File: src/pdf_defines.svh
// Constants for the peripheral debug freeze register bank.
// Assumes inclusion by the package and the design module only.
`ifndef PDF_DEFINES_SVH
`define PDF_DEFINES_SVH
`define PDF_CTRL_ADDR     32'hE0042000
`define PDF_CTRL_RESET    32'h00000000
`define PDF_WATCHDOG_BIT  0
`define PDF_TIMER_BIT     1
`define PDF_EVENT_BIT     2
`define PDF_CTRL_WIDTH    3
`define PDF_RDATA_IDLE    32'h00000000
`endif

File: src/pdf_pkg.sv
// Types shared by the peripheral debug freeze block.
// Assumes the defines header is on the include path.
`include "pdf_defines.svh"
package pdf_pkg;
   typedef logic [31:0] pdf_word_t;
   typedef logic [`PDF_CTRL_WIDTH-1:0] pdf_ctrl_t;
endpackage : pdf_pkg
File: src/pdf_freeze.sv
// Peripheral debug freeze control register and freeze qualifiers.
// Assumes a same-clock register master and a debug halt level from the core's debug logic.
//
// Summary of operation
// - With the watchdog freeze bit (bit 0) set and the core halted, the watchdog counter is held.
// - With the watchdog freeze bit clear, the watchdog counter runs even while the core is halted.
// - With the timer freeze bit (bit 1) set and the core halted, the timer prescaler and counter stop.
// - With the timer freeze bit clear, the timer prescaler and counter keep running in debug.
// - With the event freeze bit (bit 2) set and the core halted, the event controller is frozen.
// - With the event freeze bit clear, the event controller runs normally in debug.
// - The control register is read/write, resets to zero, and bits 31 to 3 are reserved.
//
// The plain strobed port was decided locally.
`timescale 1ns/100ps
`include "pdf_defines.svh"

module pdf_freeze (
   input  wire logic               core_clk,           // System clock, 250 MHz.
   input  wire logic               sys_rst,            // Asynchronous reset, active high.
   input  wire pdf_pkg::pdf_word_t reg_addr,           // Register byte address.
   input  wire pdf_pkg::pdf_word_t reg_wdata,          // Write data.
   input  wire logic               reg_wr,             // Write strobe.
   input  wire logic               reg_rd,             // Read strobe.
   output pdf_pkg::pdf_word_t      reg_rdata,          // Read data, valid the cycle after the strobe.
   input  wire logic               core_debug_halt,    // Core halted in debug, same clock domain.
   output logic                    watchdog_freeze,    // Hold the watchdog counter.
   output logic                    async_timer_freeze, // Stop timer prescaler and counter.
   output logic                    event_system_freeze // Freeze the event controller.
);
   import pdf_pkg::*;

   // True when a bus address selects the control register; every other address falls through.
   function automatic logic hits_ctrl(input pdf_word_t addr);
      return addr == `PDF_CTRL_ADDR;
   endfunction : hits_ctrl

   // Widens the stored bits to a bus word, so reserved positions always read as zero.
   function automatic pdf_word_t ctrl_word(input pdf_ctrl_t ctrl);
      return pdf_word_t'(ctrl);
   endfunction : ctrl_word

   // A qualifier is raised only while its enable bit and the halt level are both high.
   function automatic logic freeze_qual(input pdf_ctrl_t ctrl, input int unsigned pos, input logic halt);
      return ctrl[pos] && halt;
   endfunction : freeze_qual

   pdf_ctrl_t ctrl_reg;
   pdf_ctrl_t ctrl_next;
   pdf_ctrl_t wdata_field;
   pdf_word_t rdata_next;
   logic      watchdog_next;
   logic      timer_next;
   logic      event_next;
   logic      ctrl_wr_hit;
   logic      ctrl_rd_hit;

   assign ctrl_wr_hit = reg_wr && hits_ctrl(reg_addr);
   assign ctrl_rd_hit = reg_rd && hits_ctrl(reg_addr);
   // Only the defined bits are stored, so writes to reserved bits have nothing to land in.
   assign wdata_field = reg_wdata[`PDF_CTRL_WIDTH-1:0];
   assign ctrl_next   = ctrl_wr_hit ? wdata_field : ctrl_reg;
   // Read data is zero outside the answer cycle and for unmapped addresses.
   assign rdata_next  = ctrl_rd_hit ? ctrl_word(ctrl_reg) : `PDF_RDATA_IDLE;
   // The qualifiers drop one edge after the halt drops, so peripherals resume from their held state.
   assign watchdog_next = freeze_qual(ctrl_reg, `PDF_WATCHDOG_BIT, core_debug_halt);
   assign timer_next    = freeze_qual(ctrl_reg, `PDF_TIMER_BIT, core_debug_halt);
   assign event_next    = freeze_qual(ctrl_reg, `PDF_EVENT_BIT, core_debug_halt);

   always_ff @(posedge core_clk or posedge sys_rst) begin
      if (sys_rst) begin
         ctrl_reg <= pdf_ctrl_t'(`PDF_CTRL_RESET);
      end else begin
         ctrl_reg <= ctrl_next;
      end
   end

   always_ff @(posedge core_clk or posedge sys_rst) begin
      if (sys_rst) begin
         reg_rdata <= `PDF_RDATA_IDLE;
      end else begin
         reg_rdata <= rdata_next;
      end
   end

   always_ff @(posedge core_clk or posedge sys_rst) begin
      if (sys_rst) begin
         watchdog_freeze <= 1'b0;
      end else begin
         watchdog_freeze <= watchdog_next;
      end
   end

   always_ff @(posedge core_clk or posedge sys_rst) begin
      if (sys_rst) begin
         async_timer_freeze <= 1'b0;
      end else begin
         async_timer_freeze <= timer_next;
      end
   end

   always_ff @(posedge core_clk or posedge sys_rst) begin
      if (sys_rst) begin
         event_system_freeze <= 1'b0;
      end else begin
         event_system_freeze <= event_next;
      end
   end

   a_watchdog_follows: assert property (@(posedge core_clk) disable iff (sys_rst)
      1'b1
      |=> watchdog_freeze == ($past(ctrl_reg[`PDF_WATCHDOG_BIT]) && $past(core_debug_halt)))
      else $error("watchdog freeze does not follow its bit and the halt");

   a_watchdog_set: assert property (@(posedge core_clk) disable iff (sys_rst)
      (ctrl_reg[`PDF_WATCHDOG_BIT] && core_debug_halt)
      |=> watchdog_freeze)
      else $error("watchdog not frozen while halted");

   a_watchdog_free: assert property (@(posedge core_clk) disable iff (sys_rst)
      !ctrl_reg[`PDF_WATCHDOG_BIT]
      |=> !watchdog_freeze)
      else $error("watchdog frozen with its bit clear");

   a_watchdog_halted_free: assert property (@(posedge core_clk) disable iff (sys_rst)
      (!ctrl_reg[`PDF_WATCHDOG_BIT] && core_debug_halt)
      |=> !watchdog_freeze)
      else $error("watchdog frozen in halt with its bit clear");

   a_timer_follows: assert property (@(posedge core_clk) disable iff (sys_rst)
      1'b1
      |=> async_timer_freeze == ($past(ctrl_reg[`PDF_TIMER_BIT]) && $past(core_debug_halt)))
      else $error("timer freeze does not follow its bit and the halt");

   a_timer_set: assert property (@(posedge core_clk) disable iff (sys_rst)
      (ctrl_reg[`PDF_TIMER_BIT] && core_debug_halt)
      |=> async_timer_freeze)
      else $error("timer not frozen while halted");

   a_timer_free: assert property (@(posedge core_clk) disable iff (sys_rst)
      !ctrl_reg[`PDF_TIMER_BIT]
      |=> !async_timer_freeze)
      else $error("timer frozen with its bit clear");

   a_timer_halted_free: assert property (@(posedge core_clk) disable iff (sys_rst)
      (!ctrl_reg[`PDF_TIMER_BIT] && core_debug_halt)
      |=> !async_timer_freeze)
      else $error("timer frozen in halt with its bit clear");

   a_event_follows: assert property (@(posedge core_clk) disable iff (sys_rst)
      1'b1
      |=> event_system_freeze == ($past(ctrl_reg[`PDF_EVENT_BIT]) && $past(core_debug_halt)))
      else $error("event freeze does not follow its bit and the halt");

   a_event_set: assert property (@(posedge core_clk) disable iff (sys_rst)
      (ctrl_reg[`PDF_EVENT_BIT] && core_debug_halt)
      |=> event_system_freeze)
      else $error("event controller not frozen while halted");

   a_event_free: assert property (@(posedge core_clk) disable iff (sys_rst)
      !ctrl_reg[`PDF_EVENT_BIT]
      |=> !event_system_freeze)
      else $error("event controller frozen with its bit clear");

   a_event_halted_free: assert property (@(posedge core_clk) disable iff (sys_rst)
      (!ctrl_reg[`PDF_EVENT_BIT] && core_debug_halt)
      |=> !event_system_freeze)
      else $error("event controller frozen in halt with its bit clear");

   a_ctrl_write: assert property (@(posedge core_clk) disable iff (sys_rst)
      ctrl_wr_hit
      |=> ctrl_reg == $past(reg_wdata[`PDF_CTRL_WIDTH-1:0]))
      else $error("control register did not take the write");

   a_ctrl_readback: assert property (@(posedge core_clk) disable iff (sys_rst)
      ctrl_wr_hit ##1 ctrl_rd_hit
      |=> reg_rdata == ctrl_word($past(reg_wdata[`PDF_CTRL_WIDTH-1:0], 2)))
      else $error("control register read back wrong");

   a_read_data: assert property (@(posedge core_clk) disable iff (sys_rst)
      ctrl_rd_hit
      |=> reg_rdata == ctrl_word($past(ctrl_reg)))
      else $error("read data does not match the control register");

   a_ctrl_hold: assert property (@(posedge core_clk) disable iff (sys_rst)
      !ctrl_wr_hit
      |=> $stable(ctrl_reg))
      else $error("control register changed without a write to it");

   a_read_idle: assert property (@(posedge core_clk) disable iff (sys_rst)
      !ctrl_rd_hit
      |=> reg_rdata == `PDF_RDATA_IDLE)
      else $error("read data not zero outside the answer cycle");

   a_reserved_zero: assert property (@(posedge core_clk) disable iff (sys_rst)
      1'b1
      |-> reg_rdata[31:`PDF_CTRL_WIDTH] == '0)
      else $error("reserved bits read nonzero");

   a_resume_on_exit: assert property (@(posedge core_clk) disable iff (sys_rst)
      $fell(core_debug_halt)
      |=> !watchdog_freeze && !async_timer_freeze && !event_system_freeze)
      else $error("peripheral still frozen after halt ended");

   a_watchdog_resume: assert property (@(posedge core_clk) disable iff (sys_rst)
      (watchdog_freeze && !core_debug_halt)
      |=> !watchdog_freeze)
      else $error("watchdog still frozen after halt ended");

   a_timer_resume: assert property (@(posedge core_clk) disable iff (sys_rst)
      (async_timer_freeze && !core_debug_halt)
      |=> !async_timer_freeze)
      else $error("timer still frozen after halt ended");

   a_event_resume: assert property (@(posedge core_clk) disable iff (sys_rst)
      (event_system_freeze && !core_debug_halt)
      |=> !event_system_freeze)
      else $error("event controller still frozen after halt ended");

   a_no_halt_idle: assert property (@(posedge core_clk) disable iff (sys_rst)
      !core_debug_halt
      |=> !watchdog_freeze && !async_timer_freeze && !event_system_freeze)
      else $error("peripheral frozen while the core runs");

endmodule : pdf_freeze

File: config.mk
export PLATFORM = sky130hd
export DESIGN_NAME = pdf_freeze
export DESIGN_NICKNAME = d
export VERILOG_FILES = /design/src/pdf_pkg.sv /design/src/pdf_freeze.sv
export VERILOG_INCLUDE_DIRS = /design/src
export SDC_FILE = /design/constraint.sdc
export NUM_CORES = 1
export LEC_CHECK = 0
export BUFFER_PORTS_ARGS = -buffer_cell sky130_fd_sc_hd__buf_4
export CAP_MARGIN = 20
export CORE_ASPECT_RATIO = 0.9
export CORE_MARGIN = 2
export CORE_UTILIZATION = 24
export CTS_CLUSTER_DIAMETER = 120
export DETAILED_ROUTE_END_ITERATION = 7
export GPL_TIMING_DRIVEN = 0
export PLACE_DENSITY = 0.74
export RECOVER_POWER = 100
export SLEW_MARGIN = 20
export SYNTH_ARGS = -nofsm -noshare
export SYNTH_HDL_FRONTEND = slang
export SYNTH_SLANG_ARGS = --single-unit
File: constraint.sdc
create_clock -name core_clk -period 0.9 [get_ports core_clk]
set_clock_uncertainty 0.2 [all_clocks]
set_input_delay 0.09 -clock core_clk [delete_from_list [all_inputs] [get_ports core_clk]]
set_output_delay 0.09 -clock core_clk [all_outputs]
set_load 0.02 [all_outputs]
==> results of run 1 <==
[power breakdown]
group / total [mW] / internal, mW / switching [mW]
registers: 0.405 / 0.405 / 0.00000000114
clock network: 0.301 / 0.170 / 0.131
logic: 0.389 / 0.212 / 0.176
[per-layer routing]
layer  vias to the layer above  GRT usage [%]
li1                        310              -
met2                        45          21.02
met1                       259          11.31
met5                         -              0
met3                         2          2.963
met4                         0          3.876
[area by class of cell]
class,count,share of cell area (%)
sequential,9,18.18
clock buffer,4,2.121
timing repair buffer,47,32.02
tap,28,2.828
buffer,29,17.58
multi-input combinational,50,26.36
inverter,3,0.9091
[cell families (layout without fill, tap and decap cells)]
logic type             after synthesis  after routing  synth area share (%)
DFF                                  9              9                 36.22
buffers and inverters               32             83                 36.82
muxes                                3              3                 5.432
and+or+nand+nor                     18             18                 20.92
other                                1             29                0.6030
[worst max-delay path, cell delays in order]
cell and delay (ps):
sky130_fd_sc_hd__buf_6 100, sky130_fd_sc_hd__nor4_4 260, sky130_fd_sc_hd__nand4_1 200, sky130_fd_sc_hd__nor3_4 290, sky130_fd_sc_hd__mux2_4 330
[cell usage in the layout, fill, tap and decap left out, drive strengths merged]
cell / Yosys / routed
buf: 29 / 74
conb: 1 / 29
dfrtp: 9 / 9
and2: 6 / 6
clkbuf: 0 / 5
nor4: 5 / 5
inv: 3 / 3
mux2: 3 / 3
nand4: 2 / 2
nor4b: 2 / 2
nor3: 2 / 2
and4b: 1 / 1
dlygate4sd3: 0 / 1
[worst paths after layout]
path,start,to,slack (ps),cells past startpoint
worst max-delay path,reg_addr[25],ctrl_reg[0],-430,5
worst min register to register,ctrl_reg[0],reg_rdata[0],310,1
worst min-delay path,reg_wdata[2],ctrl_reg[2],-130,2
worst max register to register,ctrl_reg[0],ctrl_reg[0],-70,1
max in group asynchronous,sys_rst,ctrl_reg[1],100,3
min in group asynchronous,sys_rst,ctrl_reg[2],150,3
[per-stage QoR]
step / setup TNS (ps) / hold WS (ps) / worst slack [ps] / instance area, sq um / total power [mW]
floorplan: -2169 / -282.1 / -505.8 / 726.9 / 0.6309
global placement: -3470 / -144.2 / -724.9 / 1100 / 0.7596
detailed placement: -3544 / -126.4 / -714.3 / 1100 / 0.7635
CTS: -3266 / -135.6 / -447.0 / 1220 / 1.081
global route: -4003 / -133.0 / -514.8 / 1239 / 1.146
finish: -3247 / -130.5 / -429.5 / 1239 / 1.094
[repair_timing]
action	4_1_cts	5_1_grt
hold endpoints to repair	15	6
cloned	0	0
buffers inserted	1	0
pin swaps	6	4
gates resized for setup	17	4
endpoints found under the setup margin	12	13
==> metrics.txt, run 1 <==
# TYPE chip_impl_metric gauge
chip_impl_info{name="outcome",value="finished, violations left"} 1
chip_impl_info{name="violations",value="negative hold slack, negative setup slack"} 1
chip_impl_metric{name="ports_placed_on_the_boundary",unit=""} 104
chip_impl_metric{name="hold_ws",unit="ps"} -130.5
chip_impl_metric{name="place.gp.congestion",unit=""} 0.7414
chip_impl_metric{name="drc",unit=""} 0
chip_impl_metric{name="num_rows",unit=""} 17
chip_impl_metric{name="layout.filler_cells",unit=""} 241
chip_impl_metric{name="finalWorstPathRequiredPeriod",unit="ps"} 1329
chip_impl_info{name="cts-root-buf",value="sky130_fd_sc_hd__clkbuf_4"} 1
chip_impl_metric{name="path_clk_slew",unit="ps"} 60
chip_impl_metric{name="dp_hpwl",unit="um"} 1308
chip_impl_metric{name="layout.nets",unit=""} 212
chip_impl_metric{name="final_util",unit="%"} 50.64
chip_impl_info{name="worstSetupPathType",value="in -> reg"} 1
chip_impl_metric{name="timing.critical_path.arrival",unit="ps"} 1260
chip_impl_info{name="route.top_layer_used",value="met4"} 1
chip_impl_metric{name="ys_seq_elements",unit=""} 9
chip_impl_metric{name="finish.cell_count_without_fillers",unit=""} 170
chip_impl_metric{name="crit_required",unit="ps"} 830
chip_impl_metric{name="seq_area",unit="sq um"} 225.2
chip_impl_info{name="grt_setup_unrepaired",value="yes"} 1
chip_impl_metric{name="yosysWarnings",unit=""} 0
chip_impl_metric{name="post_route_cells_drive_above_1_share",unit="%"} 60.56
chip_impl_metric{name="synthesis.area",unit="sq um"} 621.8
chip_impl_metric{name="clk_path_buf_depth",unit=""} 2
chip_impl_metric{name="number_of_antenna_violations_at_the_first_check_in_global_routing",unit=""} 0
chip_impl_info{name="synthMostInstantiatedCell",value="sky130_fd_sc_hd__buf_4"} 1
chip_impl_metric{name="grt.overflow.total",unit=""} 0
chip_impl_metric{name="layout-area-overhead-vs-synth",unit="%"} 99.20
chip_impl_metric{name="fmax",unit="MHz"} 752.2
chip_impl_metric{name="final_min_period_over_clock_period",unit="%"} 147.7
chip_impl_metric{name="power_density_of_the_placed_cells",unit="nW/um^2"} 883.0
chip_impl_metric{name="number_of_cts_inserted_buffers",unit=""} 3
chip_impl_metric{name="cts_num_sinks",unit=""} 9
chip_impl_metric{name="grt_pass1_vias",unit=""} 609
chip_impl_info{name="critPathCaptureType",value="register"} 1
chip_impl_metric{name="yosys.area.top_type_share",unit="%"} 36.22
chip_impl_metric{name="grt_start_max_net_pins",unit=""} 10
chip_impl_metric{name="power_leakage",unit="nW"} 0.7097
chip_impl_metric{name="synth_edf_count",unit=""} 0
chip_impl_metric{name="m1WireLength",unit="um"} 553
chip_impl_info{name="synth_ff_type",value="sky130_fd_sc_hd__dfrtp_1"} 1
chip_impl_metric{name="ctsHoldBuffers",unit=""} 1
chip_impl_metric{name="wire_length_of_the_first_global_routing_pass",unit="um"} 2532
chip_impl_metric{name="drv_slew",unit=""} 0
chip_impl_metric{name="synth_seq_area_share",unit="%"} 36.22
chip_impl_metric{name="num_antenna_cells",unit=""} 0
chip_impl_metric{name="wl",unit="um"} 1698
chip_impl_metric{name="final-setup-viol-count",unit=""} 12
chip_impl_metric{name="final_hold_viol_count",unit=""} 6
chip_impl_metric{name="place.detailed.instances",unit=""} 164
chip_impl_metric{name="clk_latency",unit="ps"} 250
chip_impl_metric{name="die_height",unit="um"} 52.29
chip_impl_info{name="startpoint_type",value="input port"} 1
chip_impl_metric{name="syn_inst",unit=""} 63
chip_impl_info{name="cts_tree",value="built"} 1
chip_impl_info{name="synth_common_cells",value="29 x sky130_fd_sc_hd__buf_4, 9 x sky130_fd_sc_hd__dfrtp_1, 6 x sky130_fd_sc_hd__and2_1, 5 x sky130_fd_sc_hd__nor4_1"} 1
chip_impl_metric{name="groute.usage.overall",unit="%"} 10.93
chip_impl_info{name="ys_top_cells_by_area",value="sky130_fd_sc_hd__dfrtp_1 36%, sky130_fd_sc_hd__buf_4 35%, sky130_fd_sc_hd__and2_1 6.0%, sky130_fd_sc_hd__mux2_2 5.4%, sky130_fd_sc_hd__nor4_1 5.0%"} 1
chip_impl_metric{name="post_drt_wl_per_cell",unit="um"} 9.988
chip_impl_info{name="type_of_the_tightest_min_delay_check",value="in -> reg"} 1
chip_impl_metric{name="synth_async_sr_flop_share",unit="%"} 100.0
chip_impl_metric{name="drtPass1Iterations",unit=""} 2
chip_impl_metric{name="met2WireLength",unit="um"} 885
chip_impl_info{name="synth_top_area_cell",value="sky130_fd_sc_hd__dfrtp_1"} 1
chip_impl_metric{name="core_area",unit="sq um"} 2446
chip_impl_metric{name="vias",unit=""} 616
chip_impl_metric{name="detailroute.wirelength.met3",unit="um"} 224
chip_impl_metric{name="max-vdd-ir-drop",unit="mV"} 0.7933
chip_impl_metric{name="drt.antenna.violating_nets",unit=""} 0
chip_impl_metric{name="die_width",unit="um"} 57.66
chip_impl_metric{name="vias_per_cell",unit=""} 3.624
chip_impl_metric{name="critical_path_peak_fanout",unit=""} 3
chip_impl_metric{name="level_count_of_the_clock_h_tree",unit=""} 1
chip_impl_metric{name="final_worst_setup_slack",unit="ps"} -429.5
chip_impl_metric{name="drt_first_iter_violations",unit=""} 4
chip_impl_metric{name="maxCapViolCount",unit=""} 0
chip_impl_metric{name="placement.io_buffers",unit=""} 45
chip_impl_metric{name="die_area",unit="sq um"} 3015
chip_impl_metric{name="netlist-cell-type-count",unit=""} 13
chip_impl_metric{name="floorplan.initialDensity",unit="%"} 25.42
chip_impl_metric{name="post_synth.cell_area_avg",unit="sq um"} 9.871
chip_impl_metric{name="multi_input_area",unit="sq um"} 326.6
Power figures use the tool's default switching activity.
==> run 2: changes to the inputs <==
- CORE_MARGIN: 2 -> default
==> run 2 against run 1 <==
Against the previous run:
- the run still ends with negative hold slack, negative setup slack left
- total power increased by 2.7%
- non-clock buffer count rose by 1
- die area fell by 7.2%
- first-iteration DRC count down 25%
- global-route usage grew 0.99 points
- via count grew 2.1%
- flip-flop and latch count is the same
- critical path type unchanged
- largest cell class unchanged
==> metrics.txt, run 2 (synthesized netlist as in run 1, its figures left out) <==
# TYPE chip_impl_metric gauge
chip_impl_metric{name="power_leakage",unit="nW"} 0.7430
chip_impl_metric{name="vias_per_cell",unit=""} 3.678
chip_impl_metric{name="grt_start_max_net_pins",unit=""} 10
chip_impl_info{name="type_of_the_tightest_min_delay_check",value="in -> reg"} 1
chip_impl_metric{name="final_hold_viol_count",unit=""} 6
chip_impl_metric{name="timing.critical_path.arrival",unit="ps"} 1300
chip_impl_metric{name="num_antenna_cells",unit=""} 0
chip_impl_metric{name="cts_num_sinks",unit=""} 9
chip_impl_info{name="cts_tree",value="built"} 1
chip_impl_metric{name="layout-area-overhead-vs-synth",unit="%"} 114.7
chip_impl_metric{name="clk_path_buf_depth",unit=""} 2
chip_impl_metric{name="critical_path_peak_fanout",unit=""} 3
chip_impl_metric{name="drt_first_iter_violations",unit=""} 3
chip_impl_metric{name="drv_slew",unit=""} 0
chip_impl_metric{name="die_area",unit="sq um"} 2799
chip_impl_metric{name="ports_placed_on_the_boundary",unit=""} 104
chip_impl_metric{name="placed_area",unit="sq um"} 1100
chip_impl_info{name="layout_commonest_cell",value="sky130_fd_sc_hd__buf_4"} 1
chip_impl_metric{name="floorplan.initialDensity",unit="%"} 25.42
chip_impl_metric{name="place.gp.congestion",unit=""} 0.6436
chip_impl_metric{name="clk_latency",unit="ps"} 250
chip_impl_metric{name="post_drt_wl_per_cell",unit="um"} 9.129
chip_impl_metric{name="wl",unit="um"} 1561
chip_impl_metric{name="hold-path-cell-count",unit=""} 2
chip_impl_metric{name="post_route_cells_drive_above_1_share",unit="%"} 63.64
chip_impl_metric{name="layout.filler_cells",unit=""} 220
chip_impl_metric{name="wire_length_of_the_first_global_routing_pass",unit="um"} 2511
chip_impl_metric{name="maxCapViolCount",unit=""} 0
chip_impl_info{name="worst_path_max_delay_cell",value="sky130_fd_sc_hd__nor3_4"} 1
chip_impl_metric{name="drtPass1Iterations",unit=""} 2
chip_impl_metric{name="placement.io_buffers",unit=""} 45
chip_impl_info{name="cp_cell_sequence",value="buf_4 > nor4_4 > nand4_1 > nor3_4 > mux2_4"} 1
chip_impl_metric{name="crit_required",unit="ps"} 840
chip_impl_metric{name="final_worst_setup_slack",unit="ps"} -457.7
chip_impl_metric{name="crit_buf_inv",unit=""} 1
chip_impl_metric{name="layout.nets",unit=""} 213
chip_impl_metric{name="number_of_cts_inserted_buffers",unit=""} 3
chip_impl_metric{name="finalWorstPathRequiredPeriod",unit="ps"} 1358
chip_impl_metric{name="core_area",unit="sq um"} 2446
chip_impl_metric{name="dp_hpwl",unit="um"} 1200
chip_impl_metric{name="groute.usage.overall",unit="%"} 11.92
chip_impl_info{name="worstSetupPathType",value="in -> reg"} 1
chip_impl_metric{name="grt_pass1_vias",unit=""} 634
chip_impl_info{name="critPathCaptureType",value="register"} 1
chip_impl_info{name="startpoint_type",value="input port"} 1
chip_impl_info{name="mostFrequentLayoutCells",value="60 x sky130_fd_sc_hd__buf_4, 29 x sky130_fd_sc_hd__conb_1, 15 x sky130_fd_sc_hd__buf_6"} 1
chip_impl_info{name="cpLargestDelayFamily",value="simple AND/OR/NAND/NOR gates"} 1
chip_impl_metric{name="die_height",unit="um"} 50.29
chip_impl_metric{name="final_util",unit="%"} 54.58
chip_impl_info{name="outcome",value="finished, violations left"} 1
chip_impl_metric{name="number_of_antenna_violations_at_the_first_check_in_global_routing",unit=""} 0
chip_impl_metric{name="power_density_of_the_placed_cells",unit="nW/um^2"} 841.6
chip_impl_metric{name="drc",unit=""} 0
chip_impl_metric{name="path_clk_slew",unit="ps"} 60
chip_impl_metric{name="hold_ws",unit="ps"} -136.3
chip_impl_metric{name="die_width",unit="um"} 55.66
chip_impl_metric{name="tot_pwr",unit="mW"} 1.124
chip_impl_info{name="cts-root-buf",value="sky130_fd_sc_hd__clkbuf_4"} 1
chip_impl_metric{name="final-setup-viol-count",unit=""} 12
chip_impl_metric{name="vias",unit=""} 629
chip_impl_metric{name="fmax",unit="MHz"} 736.5
chip_impl_info{name="violations",value="negative hold slack, negative setup slack"} 1
chip_impl_metric{name="finalInstanceArea",unit="sq um"} 1335
chip_impl_metric{name="drt.antenna.violating_nets",unit=""} 0
chip_impl_metric{name="level_count_of_the_clock_h_tree",unit=""} 1
chip_impl_metric{name="critical-path-max-stage-delay",unit="ps"} 330
chip_impl_metric{name="max-vdd-ir-drop",unit="mV"} 0.7590
chip_impl_metric{name="ctsHoldBuffers",unit=""} 1
chip_impl_metric{name="timing.setup.tns",unit="ps"} -2933
chip_impl_metric{name="num_rows",unit=""} 17
chip_impl_metric{name="final_min_period_over_clock_period",unit="%"} 150.9
chip_impl_metric{name="timing.reg2reg.worst_path_depth",unit=""} 1
chip_impl_metric{name="worst-path-stages",unit=""} 5
chip_impl_info{name="grt_setup_unrepaired",value="yes"} 1
chip_impl_metric{name="grt.overflow.total",unit=""} 0
run 2: cell types whose count changed in the layout (fill, tap and decap cells not counted), sizes merged:
cell,change
buf,+1
run 2: through the flow:
stage | worst slack (ps) | cells
3_3_place_gp | -745.2 | 164
6_report | -457.7 | 171
5_1_grt | -525.8 | 171
2_1_floorplan | -505.8 | 91
3_5_place_dp | -756.1 | 164
4_1_cts | -467.6 | 171
run 2: final timing paths:
kind	slack, ps	start	to
max	-460	reg_addr[23]	ctrl_reg[2]
min	-140	core_debug_halt	watchdog_freeze
max reg2reg	-80	ctrl_reg[2]	ctrl_reg[2]
min reg2reg	330	ctrl_reg[2]	reg_rdata[2]
max in group asynchronous	120	sys_rst	async_timer_freeze
min in group asynchronous	150	sys_rst	reg_rdata[2]
run 2: final cells by class:
type / count / area (sq um) / area share [%]
inverter: 3 / 11.26 / 0.8435
clock buffer: 4 / 26.28 / 1.968
tap: 28 / 35.03 / 2.624
timing repair buffer: 48 / 419.2 / 31.40
buffer: 29 / 217.7 / 16.31
multi-input combinational: 50 / 400.4 / 29.99
sequential: 9 / 225.2 / 16.87
run 2: repair_timing:
| action | 4_1_cts | 5_1_grt |
|---|---|---|
| resized for setup | 19 | 15 |
| pin swaps | 5 | 11 |
| setup endpoints to repair | 12 | 12 |
| endpoints found under the hold margin | 15 | 6 |
| buffers inserted | 2 | 1 |
run 2: power breakdown:
part           switching [mW]  internal (mW)  total (mW)  leakage [nW]
Clock                   0.127          0.170       0.297        0.0150
Combinational           0.195          0.228       0.422         0.602
Sequential      0.00000000129          0.405       0.405         0.126
Total                   0.321          0.802        1.12         0.743
run 2: metal layers:
layer	track usage, %	share of wire (%)	vias to the layer above	wire length [um]
li1	-	-	313	-
met1	9.380	27	266	428
met2	23.69	59	44	917
met3	4.639	11	6	170
met4	8.333	2.8	0	44
met5	0	0	-	0
